## config.mk

```make
export PLATFORM = sky130hd
export DESIGN_NAME = pic_core
export DESIGN_NICKNAME = d
export VERILOG_FILES = /design/src/rtl/pic_pkg.sv /design/src/rtl/pic_strobe_if.sv /design/src/rtl/pic_strobe.sv /design/src/rtl/pic_resolve.sv /design/src/rtl/pic_core.sv
export SDC_FILE = /design/constraint.sdc
export NUM_CORES = 1
export LEC_CHECK = 0
export ABC_CLOCK_PERIOD_IN_PS = 8400
export BUFFER_PORTS_ARGS = -buffer_cell sky130_fd_sc_hd__buf_2
export CORE_ASPECT_RATIO = 1.25
export CORE_MARGIN = 2
export CORE_UTILIZATION = 40
export CTS_CLUSTER_DIAMETER = 50
export DETAILED_ROUTE_END_ITERATION = 10
export GPL_TIMING_DRIVEN = 1
export PLACE_DENSITY = 0.6
export SLEW_MARGIN = 25
export SYNTH_ARGS = -nofsm -noshare
export SYNTH_HDL_FRONTEND = slang
export SYNTH_SLANG_ARGS = --single-unit
```

## constraint.sdc

```tcl
create_clock -name mclk_in -period 8.4 [get_ports mclk_in]
set_input_delay 0.84 -clock mclk_in [delete_from_list [all_inputs] [get_ports mclk_in]]
set_output_delay 0.84 -clock mclk_in [all_outputs]
set_load 0.02 [all_outputs]
```

## src/rtl/pic_pkg.sv

```systemverilog
package pic_pkg;
  localparam int unsigned NUM_LEVELS = 8;
  localparam int unsigned NUM_STROBES = 3;
  localparam int unsigned STB_RD = 0;
  localparam int unsigned STB_WR = 1;
  localparam int unsigned STB_ACK = 2;

  // Reset and init defaults
  localparam logic [2:0] BOTTOM_RESET = 3'h7;
  localparam logic [7:0] BYTE_RESET = 8'h00;
  localparam logic [1:0] ACK_CNT_RESET = 2'h0;

  // Init word one fields
  localparam int unsigned W1_MARK_BIT = 4;
  localparam int unsigned W1_LEVEL_SENSE_BIT = 3;
  localparam int unsigned W1_SPACING4_BIT = 2;
  localparam int unsigned W1_SINGLE_BIT = 1;
  localparam int unsigned W1_NEED_W4_BIT = 0;
  localparam logic [2:0] W1_SPACING8_KEEP = 3'h6;

  // Init word four fields
  localparam int unsigned W4_NESTED_BIT = 4;
  localparam int unsigned W4_BUFFERED_BIT = 3;
  localparam int unsigned W4_MASTER_BIT = 2;
  localparam int unsigned W4_AUTO_BIT = 1;
  localparam int unsigned W4_TWO_PULSE_BIT = 0;

  // Op word three fields
  localparam int unsigned OP3_MARK_BIT = 3;
  localparam int unsigned OP3_SMM_EN_BIT = 6;
  localparam int unsigned OP3_SMM_BIT = 5;
  localparam int unsigned OP3_POLL_BIT = 2;
  localparam int unsigned OP3_READ_EN_BIT = 1;
  localparam int unsigned OP3_READ_PICK_BIT = 0;

  // Op word two commands on D7..D5
  localparam logic [2:0] OP2_NONSPEC = 3'h1;
  localparam logic [2:0] OP2_SPEC = 3'h3;
  localparam logic [2:0] OP2_ROT_NONSPEC = 3'h5;
  localparam logic [2:0] OP2_ROT_SPEC = 3'h7;
  localparam logic [2:0] OP2_SET_ROT = 3'h4;
  localparam logic [2:0] OP2_CLR_ROT = 3'h0;
  localparam logic [2:0] OP2_SET_BOTTOM = 3'h6;

  // Acknowledge sequence
  localparam logic [7:0] CALL_OPCODE = 8'hcd;
  localparam logic [1:0] LAST_PULSE_TWO = 2'h1;
  localparam logic [1:0] LAST_PULSE_THREE = 2'h2;

  typedef enum logic [1:0] {
    PIC_READY = 2'b00,
    PIC_WAIT_W2 = 2'b01,
    PIC_WAIT_W3 = 2'b10,
    PIC_WAIT_W4 = 2'b11
  } pic_init_e;
endpackage : pic_pkg

```

## src/rtl/pic_strobe_if.sv

```systemverilog
`timescale 1ns/100ps
interface pic_strobe_if;
  logic [2:0] low;
  logic [2:0] fall;
  logic [2:0] rise;
  modport src (output low, output fall, output rise);
  modport snk (input low, input fall, input rise);
endinterface : pic_strobe_if

```

## src/rtl/pic_strobe.sv

```systemverilog
`timescale 1ns/100ps
module pic_strobe (
  input wire logic mclk_in,
  input wire logic rst_n_in,
  input wire logic clk_en_in,
  input wire logic [2:0] strobe_n_in,
  pic_strobe_if.src stb
);
  logic [2:0] prev_n_r;
  logic [2:0] prev_n_nxt;

  always_comb
  begin
    prev_n_nxt = strobe_n_in;
  end

  always_ff @(posedge mclk_in)
  begin
    if (!rst_n_in)
      prev_n_r <= 3'h7;
    else if (clk_en_in)
      prev_n_r <= prev_n_nxt;
  end

  genvar g;
  generate
    for (g = 0; g < pic_pkg::NUM_STROBES; g++)
    begin : g_stb
      assign stb.low[g] = ~strobe_n_in[g];
      assign stb.fall[g] = prev_n_r[g] & ~strobe_n_in[g] & clk_en_in;
      assign stb.rise[g] = ~prev_n_r[g] & strobe_n_in[g] & clk_en_in;
    end
  endgenerate
endmodule : pic_strobe

```

## src/rtl/pic_resolve.sv

```systemverilog
`timescale 1ns/100ps
module pic_resolve (
  input wire logic [7:0] vec_in,
  input wire logic [2:0] bottom_in,
  output logic found_out,
  output logic [2:0] level_out,
  output logic [2:0] rank_out
);
  // Rank 0 is the level just above the bottom one, wrapping
  always_comb
  begin
    logic [2:0] lvl;
    lvl = 3'h0;
    found_out = 1'b0;
    level_out = 3'h0;
    rank_out = 3'h7;
    for (int k = pic_pkg::NUM_LEVELS - 1; k >= 0; k--)
    begin
      lvl = bottom_in + 3'(k + 1);
      if (vec_in[lvl])
      begin
        found_out = 1'b1;
        level_out = lvl;
        rank_out = 3'(k);
      end
    end
  end
endmodule : pic_resolve

```

## src/rtl/pic_core.sv

```systemverilog
`timescale 1ns/100ps
// What this block does
// Auto rotation gives the serviced level lowest priority, so waits are bounded.
// Op word two with rotate and end set, untargeted, ends service and rotates.
// Rotate without end sets the rotate flag for auto mode; all-zero clears it.
// Software rotation makes the level above the programmed bottom highest, wrapping.
// Rotate plus targeted bit sets bottom from low three bits, alone or with end.
// Level-sense select makes a high input a request, no edge needed.
// Level-sensed sources must drop their request before end-of-service.
// Status read enabled with pick zero returns pending requests on port zero.
// Status read enabled with pick one returns in-service bits on port zero.
// Status selection is kept until changed, defaults to pending after init.
// Reads on port one always return the mask bits.
// Poll with read enable makes the next read return poll information.
// Acknowledge clears the highest-priority unmasked pending request; masked requests stay pending.
// In-service bits track serviced levels and change on end-of-service.
// Init word one decodes sensing, spacing, single mode, word four, vector bits.
// Init word two on port one supplies the upper vector byte.
// Init word three is taken as cascade map or slave identifier.
// Init word four selects host type, auto end, buffered mode, master or slave.
// Init word four bit four adds special fully nested operation.
// Port one writes after init load the mask bits; reads return them.
// Op word two D7 to D5 decode into the seven end and rotate commands.
// Op word three sets special masking, poll, and status read selection.
// Auto end does an untargeted end at the last acknowledge pulse's trailing edge.
// Untargeted end clears the highest-priority in-service bit.
module pic_core (
  input wire logic mclk_in,
  input wire logic rst_n_in,
  input wire logic clk_en_in,
  input wire logic cs_n_in,
  input wire logic rd_n_in,
  input wire logic wr_n_in,
  input wire logic inta_n_in,
  input wire logic port_select_bit_in,
  input wire logic [7:0] data_in,
  output logic [7:0] data_out,
  output logic data_oe_out,
  input wire logic [7:0] request_inputs_in,
  output logic int_out,
  output logic buf_en_n_out
);
  pic_strobe_if stb ();

  pic_strobe u_strobe (
    .mclk_in(mclk_in),
    .rst_n_in(rst_n_in),
    .clk_en_in(clk_en_in),
    .strobe_n_in({inta_n_in, wr_n_in, rd_n_in}),
    .stb(stb.src)
  );

  pic_pkg::pic_init_e state_r, state_nxt;
  logic [7:0] mask_bits_r, mask_bits_nxt;
  logic [7:0] pending_request_bits_r, pending_request_bits_nxt;
  logic [7:0] in_service_bits_r, in_service_bits_nxt;
  logic [7:0] req_prev_r, req_prev_nxt;
  logic [7:0] vec_hi_r, vec_hi_nxt;
  logic [7:0] cascade_map_fields_r, cascade_map_fields_nxt;
  logic [7:0] dout_r, dout_nxt;
  logic [2:0] vec_lo_r, vec_lo_nxt;
  logic [2:0] bottom_r, bottom_nxt;
  logic [2:0] ack_level_r, ack_level_nxt;
  logic [1:0] ack_cnt_r, ack_cnt_nxt;
  logic level_sense_select_r, level_sense_select_nxt;
  logic spacing4_r, spacing4_nxt;
  logic single_r, single_nxt;
  logic need_w4_r, need_w4_nxt;
  logic two_pulse_r, two_pulse_nxt;
  logic auto_service_done_r, auto_service_done_nxt;
  logic buffered_r, buffered_nxt;
  logic master_r, master_nxt;
  logic nested_r, nested_nxt;
  logic rotate_flag_r, rotate_flag_nxt;
  logic special_mask_r, special_mask_nxt;
  logic status_read_pick_r, status_read_pick_nxt;
  logic poll_r, poll_nxt;
  logic rd_act_r, rd_act_nxt;
  logic ack_drive_r, ack_drive_nxt;
  logic int_r, int_nxt;

  logic [7:0] irr_hold;
  logic [7:0] req_vec;
  logic [7:0] isr_eff;
  logic req_found, is_found;
  logic [2:0] req_level, is_level, req_rank, is_rank;
  logic [1:0] last_pulse;
  logic blocked;

  genvar g;
  generate
    for (g = 0; g < pic_pkg::NUM_LEVELS; g++)
    begin : g_req
      // Edge mode keeps the latch only while the input stays high
      assign irr_hold[g] = request_inputs_in[g]
        & (level_sense_select_r | pending_request_bits_r[g] | ~req_prev_r[g]);
    end
  endgenerate

  assign req_vec = pending_request_bits_r & ~mask_bits_r;
  // Masked levels stop inhibiting in special mask mode
  assign isr_eff = in_service_bits_r & ~(special_mask_r ? mask_bits_r : 8'h00);

  pic_resolve u_req (
    .vec_in(req_vec),
    .bottom_in(bottom_r),
    .found_out(req_found),
    .level_out(req_level),
    .rank_out(req_rank)
  );

  pic_resolve u_isr (
    .vec_in(isr_eff),
    .bottom_in(bottom_r),
    .found_out(is_found),
    .level_out(is_level),
    .rank_out(is_rank)
  );

  assign last_pulse = two_pulse_r ? pic_pkg::LAST_PULSE_TWO : pic_pkg::LAST_PULSE_THREE;
  // Same level in service blocks, except in special fully nested mode
  assign blocked = is_found & ((req_rank > is_rank) | ((req_rank == is_rank) & ~nested_r));

  always_comb
  begin
    state_nxt = state_r;
    mask_bits_nxt = mask_bits_r;
    pending_request_bits_nxt = irr_hold;
    in_service_bits_nxt = in_service_bits_r;
    req_prev_nxt = request_inputs_in;
    vec_hi_nxt = vec_hi_r;
    cascade_map_fields_nxt = cascade_map_fields_r;
    dout_nxt = dout_r;
    vec_lo_nxt = vec_lo_r;
    bottom_nxt = bottom_r;
    ack_level_nxt = ack_level_r;
    ack_cnt_nxt = ack_cnt_r;
    level_sense_select_nxt = level_sense_select_r;
    spacing4_nxt = spacing4_r;
    single_nxt = single_r;
    need_w4_nxt = need_w4_r;
    two_pulse_nxt = two_pulse_r;
    auto_service_done_nxt = auto_service_done_r;
    buffered_nxt = buffered_r;
    master_nxt = master_r;
    nested_nxt = nested_r;
    rotate_flag_nxt = rotate_flag_r;
    special_mask_nxt = special_mask_r;
    status_read_pick_nxt = status_read_pick_r;
    poll_nxt = poll_r;
    rd_act_nxt = rd_act_r;
    ack_drive_nxt = ack_drive_r;
    int_nxt = req_found & ~blocked;

    // Register writes, taken at the leading edge of a selected write
    if (stb.fall[pic_pkg::STB_WR] && !cs_n_in)
    begin
      if (!port_select_bit_in && data_in[pic_pkg::W1_MARK_BIT])
      begin
        level_sense_select_nxt = data_in[pic_pkg::W1_LEVEL_SENSE_BIT];
        spacing4_nxt = data_in[pic_pkg::W1_SPACING4_BIT];
        single_nxt = data_in[pic_pkg::W1_SINGLE_BIT];
        need_w4_nxt = data_in[pic_pkg::W1_NEED_W4_BIT];
        vec_lo_nxt = data_in[7:5] & (data_in[pic_pkg::W1_SPACING4_BIT] ? 3'h7 : pic_pkg::W1_SPACING8_KEEP);
        mask_bits_nxt = pic_pkg::BYTE_RESET;
        in_service_bits_nxt = pic_pkg::BYTE_RESET;
        pending_request_bits_nxt = pic_pkg::BYTE_RESET;
        bottom_nxt = pic_pkg::BOTTOM_RESET;
        two_pulse_nxt = 1'b0;
        auto_service_done_nxt = 1'b0;
        buffered_nxt = 1'b0;
        master_nxt = 1'b0;
        nested_nxt = 1'b0;
        rotate_flag_nxt = 1'b0;
        special_mask_nxt = 1'b0;
        status_read_pick_nxt = 1'b0;
        poll_nxt = 1'b0;
        ack_cnt_nxt = pic_pkg::ACK_CNT_RESET;
        state_nxt = pic_pkg::PIC_WAIT_W2;
      end
      else
      begin
        case (state_r)
          pic_pkg::PIC_WAIT_W2:
          begin
            if (port_select_bit_in)
            begin
              vec_hi_nxt = data_in;
              if (!single_r)
                state_nxt = pic_pkg::PIC_WAIT_W3;
              else if (need_w4_r)
                state_nxt = pic_pkg::PIC_WAIT_W4;
              else
                state_nxt = pic_pkg::PIC_READY;
            end
          end
          pic_pkg::PIC_WAIT_W3:
          begin
            if (port_select_bit_in)
            begin
              cascade_map_fields_nxt = data_in;
              state_nxt = need_w4_r ? pic_pkg::PIC_WAIT_W4 : pic_pkg::PIC_READY;
            end
          end
          pic_pkg::PIC_WAIT_W4:
          begin
            if (port_select_bit_in)
            begin
              two_pulse_nxt = data_in[pic_pkg::W4_TWO_PULSE_BIT];
              auto_service_done_nxt = data_in[pic_pkg::W4_AUTO_BIT];
              buffered_nxt = data_in[pic_pkg::W4_BUFFERED_BIT];
              master_nxt = data_in[pic_pkg::W4_BUFFERED_BIT] & data_in[pic_pkg::W4_MASTER_BIT];
              nested_nxt = data_in[pic_pkg::W4_NESTED_BIT];
              state_nxt = pic_pkg::PIC_READY;
            end
          end
          pic_pkg::PIC_READY:
          begin
            if (port_select_bit_in)
              mask_bits_nxt = data_in;
            else if (data_in[pic_pkg::OP3_MARK_BIT])
            begin
              if (data_in[pic_pkg::OP3_SMM_EN_BIT])
                special_mask_nxt = data_in[pic_pkg::OP3_SMM_BIT];
              if (data_in[pic_pkg::OP3_READ_EN_BIT])
                status_read_pick_nxt = data_in[pic_pkg::OP3_READ_PICK_BIT];
              poll_nxt = data_in[pic_pkg::OP3_POLL_BIT];
            end
            else
            begin
              case (data_in[7:5])
                pic_pkg::OP2_NONSPEC:
                begin
                  if (is_found)
                    in_service_bits_nxt[is_level] = 1'b0;
                end
                pic_pkg::OP2_SPEC:
                  in_service_bits_nxt[data_in[2:0]] = 1'b0;
                pic_pkg::OP2_ROT_NONSPEC:
                begin
                  if (is_found)
                  begin
                    in_service_bits_nxt[is_level] = 1'b0;
                    bottom_nxt = is_level;
                  end
                end
                pic_pkg::OP2_ROT_SPEC:
                begin
                  in_service_bits_nxt[data_in[2:0]] = 1'b0;
                  bottom_nxt = data_in[2:0];
                end
                pic_pkg::OP2_SET_BOTTOM:
                  bottom_nxt = data_in[2:0];
                pic_pkg::OP2_SET_ROT:
                  rotate_flag_nxt = 1'b1;
                pic_pkg::OP2_CLR_ROT:
                  rotate_flag_nxt = 1'b0;
                default:
                  rotate_flag_nxt = rotate_flag_r;
              endcase
            end
          end
          default:
            state_nxt = pic_pkg::PIC_READY;
        endcase
      end
    end

    // Status reads; the port select is sampled at the leading edge
    if (stb.fall[pic_pkg::STB_RD] && !cs_n_in)
    begin
      rd_act_nxt = 1'b1;
      if (port_select_bit_in)
        dout_nxt = mask_bits_r;
      else if (poll_r)
      begin
        // A poll read acts as an acknowledge
        dout_nxt = {req_found, 4'h0, req_level};
        if (req_found)
        begin
          in_service_bits_nxt[req_level] = 1'b1;
          pending_request_bits_nxt[req_level] = 1'b0;
        end
        poll_nxt = 1'b0;
      end
      else
        dout_nxt = status_read_pick_r ? in_service_bits_r : pending_request_bits_r;
    end
    if (stb.rise[pic_pkg::STB_RD])
      rd_act_nxt = 1'b0;

    // Acknowledge pulses
    if (stb.fall[pic_pkg::STB_ACK])
    begin
      ack_drive_nxt = !(two_pulse_r && ack_cnt_r == 2'h0);
      if (ack_cnt_r == 2'h0)
      begin
        // No request left: answer with level 7, no service bit
        ack_level_nxt = req_found ? req_level : 3'h7;
        if (req_found)
        begin
          in_service_bits_nxt[req_level] = 1'b1;
          pending_request_bits_nxt[req_level] = 1'b0;
        end
        dout_nxt = pic_pkg::CALL_OPCODE;
      end
      else if (two_pulse_r)
        dout_nxt = {vec_hi_r[7:3], ack_level_r};
      else if (ack_cnt_r == 2'h1)
        dout_nxt = spacing4_r ? {vec_lo_r, ack_level_r, 2'h0} : {vec_lo_r[2:1], ack_level_r, 3'h0};
      else
        dout_nxt = vec_hi_r;
    end
    if (stb.rise[pic_pkg::STB_ACK])
    begin
      ack_drive_nxt = 1'b0;
      if (ack_cnt_r >= last_pulse)
      begin
        ack_cnt_nxt = pic_pkg::ACK_CNT_RESET;
        if (auto_service_done_r && is_found)
        begin
          in_service_bits_nxt[is_level] = 1'b0;
          if (rotate_flag_r)
            bottom_nxt = is_level;
        end
      end
      else
        ack_cnt_nxt = ack_cnt_r + 2'h1;
    end
  end

  always_ff @(posedge mclk_in)
  begin
    if (!rst_n_in)
    begin
      state_r <= pic_pkg::PIC_READY;
      mask_bits_r <= pic_pkg::BYTE_RESET;
      pending_request_bits_r <= pic_pkg::BYTE_RESET;
      in_service_bits_r <= pic_pkg::BYTE_RESET;
      req_prev_r <= pic_pkg::BYTE_RESET;
      vec_hi_r <= pic_pkg::BYTE_RESET;
      cascade_map_fields_r <= pic_pkg::BYTE_RESET;
      dout_r <= pic_pkg::BYTE_RESET;
      vec_lo_r <= 3'h0;
      bottom_r <= pic_pkg::BOTTOM_RESET;
      ack_level_r <= 3'h0;
      ack_cnt_r <= pic_pkg::ACK_CNT_RESET;
      level_sense_select_r <= 1'b0;
      spacing4_r <= 1'b0;
      single_r <= 1'b0;
      need_w4_r <= 1'b0;
      two_pulse_r <= 1'b0;
      auto_service_done_r <= 1'b0;
      buffered_r <= 1'b0;
      master_r <= 1'b0;
      nested_r <= 1'b0;
      rotate_flag_r <= 1'b0;
      special_mask_r <= 1'b0;
      status_read_pick_r <= 1'b0;
      poll_r <= 1'b0;
      rd_act_r <= 1'b0;
      ack_drive_r <= 1'b0;
      int_r <= 1'b0;
    end
    else if (clk_en_in)
    begin
      state_r <= state_nxt;
      mask_bits_r <= mask_bits_nxt;
      pending_request_bits_r <= pending_request_bits_nxt;
      in_service_bits_r <= in_service_bits_nxt;
      req_prev_r <= req_prev_nxt;
      vec_hi_r <= vec_hi_nxt;
      cascade_map_fields_r <= cascade_map_fields_nxt;
      dout_r <= dout_nxt;
      vec_lo_r <= vec_lo_nxt;
      bottom_r <= bottom_nxt;
      ack_level_r <= ack_level_nxt;
      ack_cnt_r <= ack_cnt_nxt;
      level_sense_select_r <= level_sense_select_nxt;
      spacing4_r <= spacing4_nxt;
      single_r <= single_nxt;
      need_w4_r <= need_w4_nxt;
      two_pulse_r <= two_pulse_nxt;
      auto_service_done_r <= auto_service_done_nxt;
      buffered_r <= buffered_nxt;
      master_r <= master_nxt;
      nested_r <= nested_nxt;
      rotate_flag_r <= rotate_flag_nxt;
      special_mask_r <= special_mask_nxt;
      status_read_pick_r <= status_read_pick_nxt;
      poll_r <= poll_nxt;
      rd_act_r <= rd_act_nxt;
      ack_drive_r <= ack_drive_nxt;
      int_r <= int_nxt;
    end
  end

  assign data_out = dout_r;
  assign data_oe_out = rd_act_r | ack_drive_r;
  assign int_out = int_r;
  // Transceiver enable only in buffered mode
  assign buf_en_n_out = ~(buffered_r & (rd_act_r | ack_drive_r));
endmodule : pic_core

```

== After elaboration in Yosys (flattened, before gate mapping) ==
Cells that the tools add are included.
Storage, ports and cells
  register bits: 79
  bits of input ports: 24
Operators by class
  $add $sub $neg: 8
  $lt $le $gt $ge: 16
  equal/unequal tests: 16
  mux-type cells: 187
  bitwise operators: 72
  reduce and logical (&&, ||, !) cells: 43
Operators by type and width (count)
  $mux W8: 37
  $mux W3: 35
  $mux W1: 76
  $and A8 B8 Y8: 7
  $bmux W1 S3: 16
  $lt A3 B4 Y1 const B: 11
  $not A8 Y8: 5
  $mux W2: 15
  $reduce_and A6 Y1: 4
  $and A1 B1 Y1: 22
  $reduce_bool A2 Y1: 11
  $or A1 B1 Y1: 18
  $not A1 Y1: 17
  $or A8 B8 Y8: 2
  $pmux W8 S2: 1
  $add A3 B3 Y3 const B: 4
  $eq A3 B3 Y1 const B: 4
  $demux W1 S3: 3
  $ge A3 B1 Y1 const B: 3
  $ne A3 B3 Y1 const B: 3
  $reduce_and A3 Y1: 3
  $logic_and A1 B1 Y1: 8
  $reduce_and A4 Y1: 2
  $add A3 B2 Y3 const B: 2
  23 further kinds: 33

== Logic depth before layout (Yosys ltp) ==
Gate-level depths: netlist (run 1).
  depth after elaboration: 39
  gate-level depth with buffers: 20

== Hierarchy ==
A second synthesis (run 1) with hierarchy kept.
Unflattened totals
  cell total of the unflattened synthesis: 737
  area, all modules: 6206.0 um^2
By module, submodules not included
  pic_core: times used 1, cells each 539, area each 4410.5 um^2, seq. area each 1521.5 um^2
  pic_resolve: times used 2, cells each 89, area each 809.5 um^2, seq. area each 0.0 um^2
  pic_strobe: times used 1, cells each 20, area each 176.4 um^2, seq. area each 60.1 um^2

== Worst setup path after synthesis (run 1) ==
No wires, ideal clock.
  path type: register to register
  start: reg bottom_r[0]
  end: reg in_service_bits_r[2]
  library setup time: 0.060 ns
  data arrival time: 3.448 ns
  required time: 8.340 ns
  setup slack: 4.892 ns
  stages on the path, launching flop included: 15
  buffers on the path: 4
  period minus slack after synthesis: 3.508 ns
  cells stage by stage: dfxtp_1 -> buf_6 -> buf_12 -> inv_8 -> buf_12 -> ha_1 -> xor2_2 -> mux2_2 -> a21oi_1 -> nand2_1 -> or4_1 -> clkbuf_1 -> and3_1 -> a2111oi_0 -> a31o_1
On the way
  cells in the longest elaborated chain, start to end: 36
RTL lines
  from (decl): line pic_core.sv:62  | logic [2:0] bottom_r, bottom_nxt;
  from (signal assigned): line pic_core.sv:345  | bottom_r <= pic_pkg::BOTTOM_RESET;
  from (signal assigned): line pic_core.sv:376  | bottom_r <= bottom_nxt;
  $add A3 B3 Y3 / $bmux W1 S3 (equally long branches): line pic_resolve.sv:19, pic_resolve.sv:20
  $bmux W1 S3 / $mux W1 (equally long branches): line pic_resolve.sv:20  | if (vec_in[lvl])
  $mux W1 (implied by the code) / $mux W3 (equally long branches): line pic_resolve.sv:20
  $mux W3 (7 in series): line pic_resolve.sv:20
  $lt A3 B4 Y1 (implied by the code) / $ge A3 B1 Y1 (equally long branches): line pic_core.sv:235, pic_core.sv:243, pic_core.sv:322
  $logic_and A1 B1 Y1 (implied by the code): line pic_core.sv:235, pic_core.sv:243, pic_core.sv:322
  $mux W1 (implied by the code): line pic_core.sv:235, pic_core.sv:243, pic_core.sv:322
  $demux W1 S3: line pic_core.sv:235, pic_core.sv:243, pic_core.sv:322
  (+14 left out)
  $or A8 B8 Y8 (no source line)
  $mux W8: line pic_core.sv:300  | if (req_found)
  $mux W8: line pic_core.sv:296  | if (ack_cnt_r == 2'h0)
  $mux W8: line pic_core.sv:293  | if (stb.fall[pic_pkg::STB_ACK])
  $and A8 B8 Y8 (no source line)
  $mux W8: line pic_core.sv:320  | if (auto_service_done_r && is_found)
  $mux W8: line pic_core.sv:317  | if (ack_cnt_r >= last_pulse)
  $mux W8 (*): line pic_core.sv:314  | if (stb.rise[pic_pkg::STB_ACK])
  to (signal assigned): line pic_core.sv:339  | in_service_bits_r <= pic_pkg::BYTE_RESET;
  to (signal assigned): line pic_core.sv:370  | in_service_bits_r <= in_service_bits_nxt;
  to (decl): line pic_core.sv:56  | logic [7:0] in_service_bits_r, in_service_bits_nxt;
Every way passes the cells marked *; elsewhere a longest branch is shown, timed or not. The select of a mux whose other input is x is not followed.
A chain may end at the register's enable or synchronous reset.

== Worst setup path in the final report (run 1) ==
  start: reg bottom_r[1]
  end: reg in_service_bits_r[2]
The elaborated chain is that of the path after synthesis.

==> reports/metrics.json, run 1 <==
{
  "run_status": {
    "run_status": "complete, no violations"
  },
  "cells_and_area": {
    "area.sequential_sq_um": 1580,
    "final_core_util_pct": 43.3,
    "drive_gt1_share_pct": 14.3,
    "area.growth.synth_to_final_pct": 6.48,
    "area_occupied_by_multi_input_gates_sq_um": 4480,
    "final.fill_count": 1676,
    "fin_nets": 866,
    "antennaDiodeCount": 0
  },
  "clocking": {
    "largest_buffer_count_on_any_clock_path": 2,
    "htree_levels": 3,
    "clk-insertion-delay-late_ns": 0.34,
    "cts.hold.buffers_added": 0,
    "cts_root_buffer": "sky130_fd_sc_hd__clkbuf_16",
    "tritoncts": "built",
    "cts_repair_resize_count": 0,
    "post-cts-setup-buffer-count": 0,
    "tritoncts.num_buffers": 9,
    "clkSinkCount": 79,
    "clk_transition_reported_paths_ns": 0.06
  },
  "floorplanning": {
    "die_h_um": 147,
    "row_count": 52,
    "initial_util_pct": 40.6,
    "floorplan.die.width_um": 118,
    "fp.coreArea_sq_um": 16100,
    "die_area_sq_um": 17400,
    "top_level_ports": 35
  },
  "detailed_routing": {
    "postRouteWirelength_um": 20700,
    "drt_iter0_drc": 720,
    "dr_total_vias": 6439,
    "vias_per_cell": 6.14,
    "wire_per_inst_um": 19.8,
    "remaining_antenna_violation_count_after_routing": 0,
    "remaining_drcs": 0,
    "dr.pass1.iters": 5
  },
  "global_route": {
    "grt_pass1_wl_um": 32500,
    "pin_count_of_the_biggest_net_entering_global_routing": 61,
    "groute.usage.overall_pct": 23.4,
    "grt_antenna_before_repair": 0,
    "grt_pass1_vias": 5892,
    "gr-total-overflow": 0
  },
  "yosys": {
    "synth.yosys.seq_area_share_pct": 24.2,
    "yosys.area_share.xor_xnor_pct": 0.997,
    "synth_simple_gate_area_share_pct": 24.5,
    "synth-compound-area-share_pct": 27.0,
    "synthesis.yosys.warnings": 0,
    "yosysTopAreaCell": "sky130_fd_sc_hd__dfxtp_1",
    "most_numerous_cell_in_the_yosys_netlist": "sky130_fd_sc_hd__nand2_1",
    "synth-edff-count": 0,
    "syn-mean-instance-area_sq_um": 7.77,
    "synth.area.mux_share_pct": 13.3,
    "synth.top_cell.area_share_pct": 24.2,
    "adder_cell_area_share_of_the_yosys_netlist_pct": 2.68,
    "main_combinational_cell_family_by_area_after_synthesis": "compound AO/OA/AOI/OAI gates",
    "netlist_instances": 840,
    "synth-main-ff-cell": "sky130_fd_sc_hd__dfxtp_1",
    "biggest_area_contributors_in_the_synthesized_netlist": "sky130_fd_sc_hd__dfxtp_1, sky130_fd_sc_hd__a21oi_1, sky130_fd_sc_hd__nand2_1, sky130_fd_sc_hd__mux2i_1, sky130_fd_sc_hd__mux4_2",
    "synthesis.nets": 878,
    "netlist_area_pre_place_sq_um": 6530,
    "synth_seq_cells": 79,
    "synth_cell_types": 91,
    "ys_top_cells_by_count": "sky130_fd_sc_hd__nand2_1, sky130_fd_sc_hd__a21oi_1, sky130_fd_sc_hd__dfxtp_1, sky130_fd_sc_hd__nor2_1, sky130_fd_sc_hd__clkbuf_1",
    "synthArstFlopShare_pct": 0
  },
  "sta": {
    "hold_violations": 0,
    "max_slew_margin_pct": 46.1,
    "time_the_final_worst_path_needs_with_i_o_delays_and_setup_ns": 5.29,
    "max_clock_freq_mhz": 189,
    "finalSetupViolations": 0,
    "setup-tns-final_ns": 0,
    "unrepaired_setup_endpoints_after_global_routing": "no",
    "min_period_over_period_pct": 62.9,
    "max_slew.worst_pin.slew_ns": 0.808,
    "skew_ns": 0.00693,
    "timing_max_transition_violations_final": 0
  },
  "power_and_ir_drop": {
    "leakage_nw": 2.61,
    "powerDensity_nw_per_um2": 149,
    "vdd_drop_max_mv": 0.125
  },
  "critical_path": {
    "timing.critical_path.required_ns": 8.68,
    "cp.buffers_inverters": 2,
    "cpLargestDelayFamily": "simple AND/OR/NAND/NOR gates",
    "crit_path_end_kind": "register",
    "cp_data_arrival_time_ns": 5.57,
    "crit_path_max_incr_delay_ns": 0.95,
    "worstPathCellList": "inv_1, ha_1, inv_1, nand2_1, a2bb2oi_1, and2_1, nand2_1, or4_1, and3_1, a2111oi_0, a31o_1",
    "worst_setup_path_start_kind": "register",
    "maximum_fanout_encountered_on_the_critical_timing_path": 23,
    "path_class": "register to register",
    "timing.critical_path.slowest_stage_cell": "sky130_fd_sc_hd__ha_1"
  },
  "place": {
    "io_buffers": 34,
    "sum_of_net_half_perimeters_after_detailed_placement_um": 15100,
    "gp_routability_congestion": 0.935
  },
  "worst_hold_path": {
    "hold_path.class": "register to register"
  },
  "run": {
    "cap_violations": 0
  }
}
## layout by cell type, fill, tap and decap left out, drive strengths merged, types with 5 or more instances in the layout
| master | count |
|---|---|
| o221ai | 6 |
| a21oi | 110 |
| buf | 38 |
| o31ai | 5 |
| nor2 | 56 |
| a211oi | 14 |
| mux2i | 31 |
| nand2 | 133 |
| a22oi | 8 |
| nor2b | 14 |
| o22ai | 5 |
| nor3b | 9 |
| a21o | 10 |
| mux2 | 18 |
| ha | 14 |
| clkbuf | 11 |
| a31oi | 14 |
| and3 | 9 |
| dfxtp | 79 |
| inv | 23 |
| nand2b | 16 |
| or2b | 8 |
| nand3 | 35 |
| and2 | 7 |
| or4 | 5 |
| mux4 | 13 |
| o21ai | 34 |
| nor3 | 13 |
| nand4 | 6 |
## power by group
group / internal (W) / switching, W / total (W) / leakage (nW)
clock network: 0.000268 / 0.000158 / 0.000427 / 0.156
registers: 0.000388 / 0.0000144 / 0.000402 / 0.642
logic: 0.0000772 / 0.000129 / 0.000206 / 1.81
## metal layers
layer / up-vias / wire length [um] / track usage [%] / part of all wire (%)
met5: - / 0 / 0 / 0
met4: 0 / 836 / 10.1 / 4.0
met3: 62 / 974 / 2.68 / 4.7
met2: 263 / 10200 / 40.9 / 49
met1: 3049 / 8660 / 29.0 / 42
li1: 3065 / - / - / -
## stage by stage
step | instances | hold slack [ns] | setup slack (ns) | power, W | cell area, sq um
floorplan | 840 | 0.432 | 4.89 | 0.000558 | 6530
global placement | 1033 | 0.443 | 3.34 | 0.000612 | 6630
detailed placement | 1033 | 0.449 | 3.19 | 0.000613 | 6630
CTS | 1049 | 0.458 | 3.17 | 0.00104 | 6950
global route | 1049 | 0.480 | 2.67 | 0.00108 | 6950
finish | 1049 | 0.457 | 3.11 | 0.00104 | 6950
## registers in the layout (all words and copies together) (netlist names), 2 cells and up
| signal | flops |
|---|---|
| vec_hi_r | 8 |
| state_r | 2 |
| vec_lo_r | 3 |
| ack_level_r | 3 |
| mask_bits_r | 8 |
| data_out | 8 |
| pending_request_bits_r | 8 |
| in_service_bits_r | 8 |
| ack_cnt_r | 2 |
| u_strobe.prev_n_r | 3 |
| req_prev_r | 8 |
| bottom_r | 3 |
## worst paths after layout
check	startpoint	to	slack, ns	cells after the start
max	bottom_r[1]$_SDFFE_PN1P_	in_service_bits_r[2]$_SDFFE_PN0P_	3.11	11
min	vec_lo_r[1]$_SDFFE_PN0P_	vec_lo_r[1]$_SDFFE_PN0P_	0.46	2
max reg2reg	bottom_r[1]$_SDFFE_PN1P_	in_service_bits_r[2]$_SDFFE_PN0P_	3.11	11
min reg2reg	vec_lo_r[1]$_SDFFE_PN0P_	vec_lo_r[1]$_SDFFE_PN0P_	0.46	2
## logic make-up (layout without fill, tap and decap cells)
family                     Yosys count  count (layout)
DFF                                 79              79
AOI/OAI and AO/OA                  269             269
adders and majority gates           14              14
muxes                               62              62
buffers and inverters               85              78
xor gates and xnor gates             4               4
and+or+nand+nor                    327             327
## worst min-delay path, delay by kind of cell, from the launching register on
family,cells,cell delay (ns)
AOI/OAI and AO/OA,1,0.05
DFF,1,0.31
and+or+nand+nor,1,0.05
## layout make-up
class / instances / share of cell area, %
inverter: 24 / 1.40
multi-input combinational: 676 / 64.4
sequential: 79 / 22.8
tap: 216 / 3.89
clock inverter: 5 / 1.17
clock buffer: 11 / 3.49
timing repair buffer: 38 / 2.88
Power figures use the tool's default switching activity.
==> run 2: changes to the inputs <==
--- a/config.mk
+++ b/config.mk
@@ -5,7 +5,8 @@
 export SDC_FILE = /design/constraint.sdc
 export NUM_CORES = 1
 export LEC_CHECK = 0
-export ABC_CLOCK_PERIOD_IN_PS = 8400
+export ABC_AREA = 1
+export ABC_CLOCK_PERIOD_IN_PS = 4530
 export BUFFER_PORTS_ARGS = -buffer_cell sky130_fd_sc_hd__buf_2
 export CORE_ASPECT_RATIO = 1.25
 export CORE_MARGIN = 2
@@ -13,7 +14,7 @@
 export CTS_CLUSTER_DIAMETER = 50
 export DETAILED_ROUTE_END_ITERATION = 10
 export GPL_TIMING_DRIVEN = 1
-export PLACE_DENSITY = 0.6
+export PLACE_DENSITY = 0.62
 export SLEW_MARGIN = 25
 export SYNTH_ARGS = -nofsm -noshare
 export SYNTH_HDL_FRONTEND = slang
==> constraint.sdc (replaced) <==
create_clock -name mclk_in -period 4.53 [get_ports mclk_in]
set_input_delay 0.453 -clock mclk_in [delete_from_list [all_inputs] [get_ports mclk_in]]
set_output_delay 0.453 -clock mclk_in [all_outputs]
set_load 0.02 [all_outputs]
==> reports/metrics.json, run 2 <==
{
  "run_status": {
    "run_status": "complete, no violations"
  },
  "critical_path": {
    "timing.critical_path.slowest_stage_cell": "sky130_fd_sc_hd__ha_1",
    "cp_data_arrival_time_ns": 3.71,
    "cpLargestDelayFamily": "simple AND/OR/NAND/NOR gates",
    "worstPathCellList": "inv_2, ha_1, inv_2, nand3_1, nand3_1, nand2_1, nand3_1, nand2_1, nand2_1, nand2_1, nand2_1, nand2_1, nand2_1, nand2_1, inv_1, nor2_1, nand2_1, nand3_1, nand3_1, o211ai_1, nand3_1, nand2_1, a21oi_1",
    "timing.critical_path.mode_cell": "sky130_fd_sc_hd__nand2_1",
    "worst_setup_path_start_kind": "register",
    "timing.critical_path.required_ns": 4.74,
    "maximum_fanout_encountered_on_the_critical_timing_path": 22,
    "cp.buffers_inverters": 3,
    "path_class": "register to register",
    "crit_path_end_kind": "register",
    "crit_path_max_incr_delay_ns": 0.71
  },
  "sta": {
    "max_slew_margin_pct": 42.0,
    "timing.final.ws_setup_ns": 1.03,
    "finalSetupViolations": 0,
    "skew_ns": 0.00845,
    "unrepaired_setup_endpoints_after_global_routing": "no",
    "min_period_over_period_pct": 77.3,
    "hold_violations": 0,
    "setup-tns-final_ns": 0,
    "max_slew.worst_pin.slew_ns": 0.869,
    "time_the_final_worst_path_needs_with_i_o_delays_and_setup_ns": 3.50,
    "timing_max_transition_violations_final": 0,
    "max_clock_freq_mhz": 286
  },
  "global_route": {
    "pin_count_of_the_biggest_net_entering_global_routing": 41,
    "grt_pass1_vias": 5826,
    "groute.usage.overall_pct": 24.6,
    "gr-total-overflow": 0,
    "grt_pass1_wl_um": 31000,
    "grt_antenna_before_repair": 0
  },
  "yosys": {
    "netlist_instances": 950,
    "synth-main-ff-cell": "sky130_fd_sc_hd__dfxtp_1",
    "most_numerous_cell_in_the_yosys_netlist": "sky130_fd_sc_hd__nand2_1",
    "synth.top_cell.area_share_pct": 26.8,
    "synth.yosys.seq_area_share_pct": 26.8,
    "netlist_area_pre_place_sq_um": 5910,
    "synth_seq_cells": 79,
    "synthesis.yosys.warnings": 0,
    "biggest_area_contributors_in_the_synthesized_netlist": "sky130_fd_sc_hd__dfxtp_1, sky130_fd_sc_hd__nand2_1, sky130_fd_sc_hd__a21oi_1, sky130_fd_sc_hd__o21ai_0, sky130_fd_sc_hd__nand3_1",
    "synth_cell_types": 48,
    "syn-mean-instance-area_sq_um": 6.22,
    "yosysTopAreaCell": "sky130_fd_sc_hd__dfxtp_1",
    "ys_top_cells_by_count": "sky130_fd_sc_hd__nand2_1, sky130_fd_sc_hd__a21oi_1, sky130_fd_sc_hd__inv_1, sky130_fd_sc_hd__o21ai_0, sky130_fd_sc_hd__nand3_1",
    "synthesis.nets": 988,
    "synthArstFlopShare_pct": 0,
    "synth-edff-count": 0
  },
  "detailed_routing": {
    "vias_per_cell": 5.53,
    "remaining_antenna_violation_count_after_routing": 0,
    "dr_total_vias": 6340,
    "dr.pass1.iters": 7,
    "remaining_drcs": 0,
    "drt_iter0_drc": 565,
    "postRouteWirelength_um": 19300,
    "wire_per_inst_um": 16.8
  },
  "power_and_ir_drop": {
    "powerDensity_nw_per_um2": 355,
    "seq_power_share_pct": 33.3,
    "vdd_drop_max_mv": 0.252,
    "clock_power_share_pct": 32.9,
    "switching_power_w": 0.000888,
    "combPwrFrac_pct": 33.9,
    "internal_power_w": 0.00141,
    "switching_share_pct": 38.7,
    "totalPowerFinal_w": 0.00230,
    "leakage_nw": 2.69
  },
  "clocking": {
    "cts_repair_resize_count": 0,
    "clkSinkCount": 79,
    "largest_buffer_count_on_any_clock_path": 2,
    "clk-insertion-delay-late_ns": 0.34,
    "tritoncts.num_buffers": 9,
    "post-cts-setup-buffer-count": 0,
    "cts_root_buffer": "sky130_fd_sc_hd__clkbuf_16",
    "tritoncts": "built",
    "cts.hold.buffers_added": 0,
    "htree_levels": 3,
    "clk_transition_reported_paths_ns": 0.07
  },
  "floorplanning": {
    "row_count": 49,
    "floorplan.die.width_um": 113,
    "die_h_um": 140,
    "initial_util_pct": 41.0,
    "fp.coreArea_sq_um": 14400,
    "die_area_sq_um": 15800,
    "top_level_ports": 35
  },
  "place": {
    "gp_routability_congestion": 0.939,
    "sum_of_net_half_perimeters_after_detailed_placement_um": 14800,
    "pre_cts_ws_ns": 1.10,
    "io_buffers": 34
  },
  "cells_and_area": {
    "antennaDiodeCount": 0,
    "drive_gt1_share_pct": 12.4,
    "fin_nets": 1001,
    "most-common-layout-cells": "sky130_fd_sc_hd__nand2_1, sky130_fd_sc_hd__a21oi_1, sky130_fd_sc_hd__inv_1",
    "area.growth.synth_to_final_pct": 9.51,
    "final.fill_count": 1567,
    "final_common_cell": "sky130_fd_sc_hd__nand2_1"
  },
  "run": {
    "cap_violations": 0
  },
  "worst_hold_path": {
    "hold_path.class": "primary input to register"
  }
}
[run 2: logic make-up after synthesis]
logic type | share of synthesized area, %
XOR/XNOR | 1.40
flip-flops | 26.8
AND/OR/NAND/NOR | 30.9
AO/OA/AOI/OAI | 26.7
adder cells (fa/ha/maj) | 2.96
buffers and inverters | 11.3
[run 2: final timing paths]
check	from	end	cells after the start	slack (ns)
min reg2reg	vec_hi_r[2]$_SDFFE_PN0P_	vec_hi_r[2]$_SDFFE_PN0P_	2	0.46
max	bottom_r[0]$_SDFFE_PN1P_	in_service_bits_r[7]$_SDFFE_PN0P_	23	1.03
min	wr_n_in	u_strobe.prev_n_r[1]$_SDFFE_PN1P_	3	0.36
max reg2reg	bottom_r[0]$_SDFFE_PN1P_	in_service_bits_r[7]$_SDFFE_PN0P_	23	1.03
[run 2: tightest hold or removal path: cells and delay by family]
| family | cells | cell delay, ns |
|---|---|---|
| AO/OA/AOI/OAI | 2 | 0.12 |
| buffers and inverters | 1 | 0.10 |
[run 2: layout make-up]
type	count	area (sq um)	area share, %
clock inverters	7	80.1	1.24
well taps	178	223	3.44
clock buffers	9	225	3.48
inverters	124	465	7.19
repair buffers	42	230	3.56
flip-flops and latches	79	1580	24.4
multi-input cells	707	3670	56.7
[run 2: power by group through the flow]
stage          Combinational [W]  Sequential [W]  Clock (W)
6_report                0.000778        0.000764   0.000755
5_1_grt                 0.000864        0.000768   0.000791
4_1_cts                 0.000770        0.000764   0.000759
3_5_place_dp            0.000766        0.000779          0
3_3_place_gp            0.000770        0.000779          0
2_1_floorplan           0.000588        0.000773          0
[run 2: metal layers]
| layer | share of wire (%) | GRT usage (%) | vias up |
|---|---|---|---|
| met5 | 0 | 0 | - |
| met4 | 4.8 | 12.9 | 0 |
| met1 | 44 | 32.1 | 2873 |
| met2 | 46 | 39.8 | 219 |
| li1 | - | - | 3203 |
| met3 | 5.1 | 2.73 | 45 |
[run 2: through the flow]
stage | instance area, sq um | std cells | hold slack, ns | utilization [%]
after global placement | 6170 | 1130 | 0.435 | 42.8
after CTS | 6470 | 1146 | 0.363 | 44.9
after detailed placement | 6170 | 1130 | 0.449 | 42.8
after floorplan | 5910 | 950 | 0.424 | -
final | 6470 | 1146 | 0.357 | 44.9
after global routing | 6470 | 1146 | 0.399 | 44.9
==> run 3: changes to the inputs <==
--- a/config.mk
+++ b/config.mk
@@ -6,7 +6,7 @@
 export NUM_CORES = 1
 export LEC_CHECK = 0
 export ABC_AREA = 1
-export ABC_CLOCK_PERIOD_IN_PS = 4530
+export ABC_CLOCK_PERIOD_IN_PS = 3200
 export BUFFER_PORTS_ARGS = -buffer_cell sky130_fd_sc_hd__buf_2
 export CORE_ASPECT_RATIO = 1.25
 export CORE_MARGIN = 2
==> constraint.sdc (replaced) <==
create_clock -name mclk_in -period 3.2 [get_ports mclk_in]
set_input_delay 0.32 -clock mclk_in [delete_from_list [all_inputs] [get_ports mclk_in]]
set_output_delay 0.32 -clock mclk_in [all_outputs]
set_load 0.02 [all_outputs]
==> reports/metrics.json, run 3 (synthesis results as in run 2) <==
{
  "critical_path": {
    "crit_path_end_kind": "register",
    "timing.critical_path.required_ns": 3.40,
    "worst_setup_path_start_kind": "register",
    "regToRegEndpoint": "in_service_bits_r[3]$_SDFFE_PN0P_",
    "cp_data_arrival_time_ns": 3.14,
    "timing.reg2reg.worst_path_depth": 16,
    "maximum_fanout_encountered_on_the_critical_timing_path": 21,
    "path_class": "register to register",
    "cp-startpoint": "bottom_r[0]$_SDFFE_PN1P_",
    "setup.reg_to_reg.worst_slack_ns": 0.26,
    "worstReg2RegStart": "bottom_r[0]$_SDFFE_PN1P_"
  },
  "detailed_routing": {
    "wire_per_inst_um": 16.9,
    "remaining_drcs": 0,
    "postRouteWirelength_um": 19600,
    "remaining_antenna_violation_count_after_routing": 0,
    "vias_per_cell": 5.61,
    "drt_iter0_drc": 714,
    "dr_total_vias": 6502,
    "dr.pass1.iters": 6
  },
  "power_and_ir_drop": {
    "switching_share_pct": 39.1,
    "vdd_drop_max_mv": 0.298,
    "switching_power_w": 0.00130,
    "internal_power_w": 0.00202,
    "combPwrFrac_pct": 34.6,
    "powerDensity_nw_per_um2": 504,
    "clock_power_share_pct": 33.2,
    "seq_power_share_pct": 32.2,
    "leakage_nw": 2.75,
    "totalPowerFinal_w": 0.00332
  },
  "floorplanning": {
    "fp.coreArea_sq_um": 14400,
    "die_h_um": 140,
    "floorplan.die.width_um": 113,
    "die_area_sq_um": 15800,
    "initial_util_pct": 41.0,
    "top_level_ports": 35,
    "row_count": 49
  },
  "worst_hold_path": {
    "min_to": "u_strobe.prev_n_r[1]$_SDFFE_PN1P_",
    "hold_path.class": "primary input to register",
    "hold_start": "wr_n_in",
    "hold_path_depth": 3
  },
  "sta": {
    "finalSetupViolations": 0,
    "setup-tns-final_ns": 0,
    "timing.final.ws_setup_ns": 0.258,
    "max_slew_margin_pct": 35.5,
    "time_the_final_worst_path_needs_with_i_o_delays_and_setup_ns": 2.94,
    "hold_violations": 0,
    "skew_ns": 0.0120,
    "unrepaired_setup_endpoints_after_global_routing": "no",
    "timing_max_transition_violations_final": 0,
    "min_period_over_period_pct": 91.9,
    "max_clock_freq_mhz": 340,
    "max_slew.worst_pin.slew_ns": 0.966
  },
  "cells_and_area": {
    "final_common_cell": "sky130_fd_sc_hd__nand2_1",
    "stdcell_area_sq_um": 6600,
    "fin_nets": 1014,
    "drive_gt1_share_pct": 14.0,
    "antennaDiodeCount": 0,
    "most-common-layout-cells": "sky130_fd_sc_hd__nand2_1, sky130_fd_sc_hd__a21oi_1, sky130_fd_sc_hd__inv_1",
    "area.growth.synth_to_final_pct": 11.7
  },
  "clocking": {
    "cts.hold.buffers_added": 0,
    "htree_levels": 3,
    "clk_transition_reported_paths_ns": 0.07,
    "cts_root_buffer": "sky130_fd_sc_hd__clkbuf_16",
    "clk-insertion-delay-late_ns": 0.35,
    "tritoncts.num_buffers": 9,
    "clkSinkCount": 79,
    "largest_buffer_count_on_any_clock_path": 2,
    "tritoncts": "built"
  },
  "place": {
    "sum_of_net_half_perimeters_after_detailed_placement_um": 15100,
    "pre_cts_ws_ns": 0.130,
    "dpl_cell_area_sq_um": 6260,
    "io_buffers": 34,
    "gp_routability_congestion": 0.954
  },
  "run": {
    "cap_violations": 0
  },
  "global_route": {
    "grt_pass1_vias": 5861,
    "groute.usage.overall_pct": 24.9,
    "grt_antenna_before_repair": 0,
    "pin_count_of_the_biggest_net_entering_global_routing": 40,
    "grt_pass1_wl_um": 31200,
    "gr-total-overflow": 0
  },
  "run_status": {
    "run_status": "complete, no violations"
  }
}
run 3: final cells by class:
class                   count  area (sq um)
flip-flops and latches     79          1580
fillers                  1513          7810
multi-input cells         707          3690
repair buffers             55           332
clock inverters             7          86.3
inverters                 124           465
well taps                 178           223
clock buffers               9           225
run 3: worst max path at each step:
stage | endpoint | slack, ns | cells after the start
final | in_service_bits_r[3]$_SDFFE_PN0P_ | 0.26 | 16
after CTS | in_service_bits_r[3]$_SDFFE_PN0P_ | 0.11 | 17
after floorplan | in_service_bits_r[1]$_SDFFE_PN0P_ | 0.37 | 21
after global routing | in_service_bits_r[2]$_SDFFE_PN0P_ | 0.07 | 26
after global placement | in_service_bits_r[3]$_SDFFE_PN0P_ | 0.18 | 17
after detailed placement | in_service_bits_r[3]$_SDFFE_PN0P_ | 0.13 | 17
run 3: worst max-delay path: stages (launching register included):
cell	delay [ns]
sky130_fd_sc_hd__dfxtp_1	0.34
sky130_fd_sc_hd__buf_4	0.25
sky130_fd_sc_hd__ha_2	0.26
sky130_fd_sc_hd__xor2_4	0.27
sky130_fd_sc_hd__nand2_1	0.11
sky130_fd_sc_hd__o21ai_2	0.10
sky130_fd_sc_hd__inv_2	0.08
sky130_fd_sc_hd__nor2_2	0.10
sky130_fd_sc_hd__nand4_1	0.13
sky130_fd_sc_hd__nor3_4	0.26
sky130_fd_sc_hd__nor2_2	0.10
sky130_fd_sc_hd__o21ai_2	0.25
sky130_fd_sc_hd__nor2_1	0.11
sky130_fd_sc_hd__a21oi_1	0.21
sky130_fd_sc_hd__nand2_1	0.08
sky130_fd_sc_hd__nand2_1	0.06
sky130_fd_sc_hd__a21oi_1	0.06
run 3: stage by stage:
stage | hold slack (ns) | instances | util, %
3_5_place_dp | 0.453 | 1143 | 43.5
5_1_grt | 0.242 | 1159 | 45.8
6_report | 0.223 | 1159 | 45.8
4_1_cts | 0.221 | 1159 | 45.6
2_1_floorplan | 0.424 | 950 | -
3_3_place_gp | 0.443 | 1143 | 43.5
run 3: routing by layer:
metal / GRT usage [%] / up-vias / routed length [um]
met5: 0 / - / 0
met2: 41.8 / 270 / 9560
met1: 32.4 / 2948 / 8300
li1: - / 3234 / -
met4: 11.0 / 0 / 751
met3: 2.29 / 50 / 990
run 3: timing repair:
action | CTS | global route
setup buffers | 0 | 0
endpoints found under the setup margin | 0 | 8
gates resized for setup | 0 | 5
run 3: power groups by stage:
stage               Sequential, W  Combinational (W)  Clock [W]
finish                    0.00107            0.00115    0.00110
global route              0.00108            0.00127    0.00116
CTS                       0.00107            0.00113    0.00112
detailed placement        0.00109            0.00113          0
global placement          0.00109            0.00113          0
floorplan                 0.00109           0.000833          0
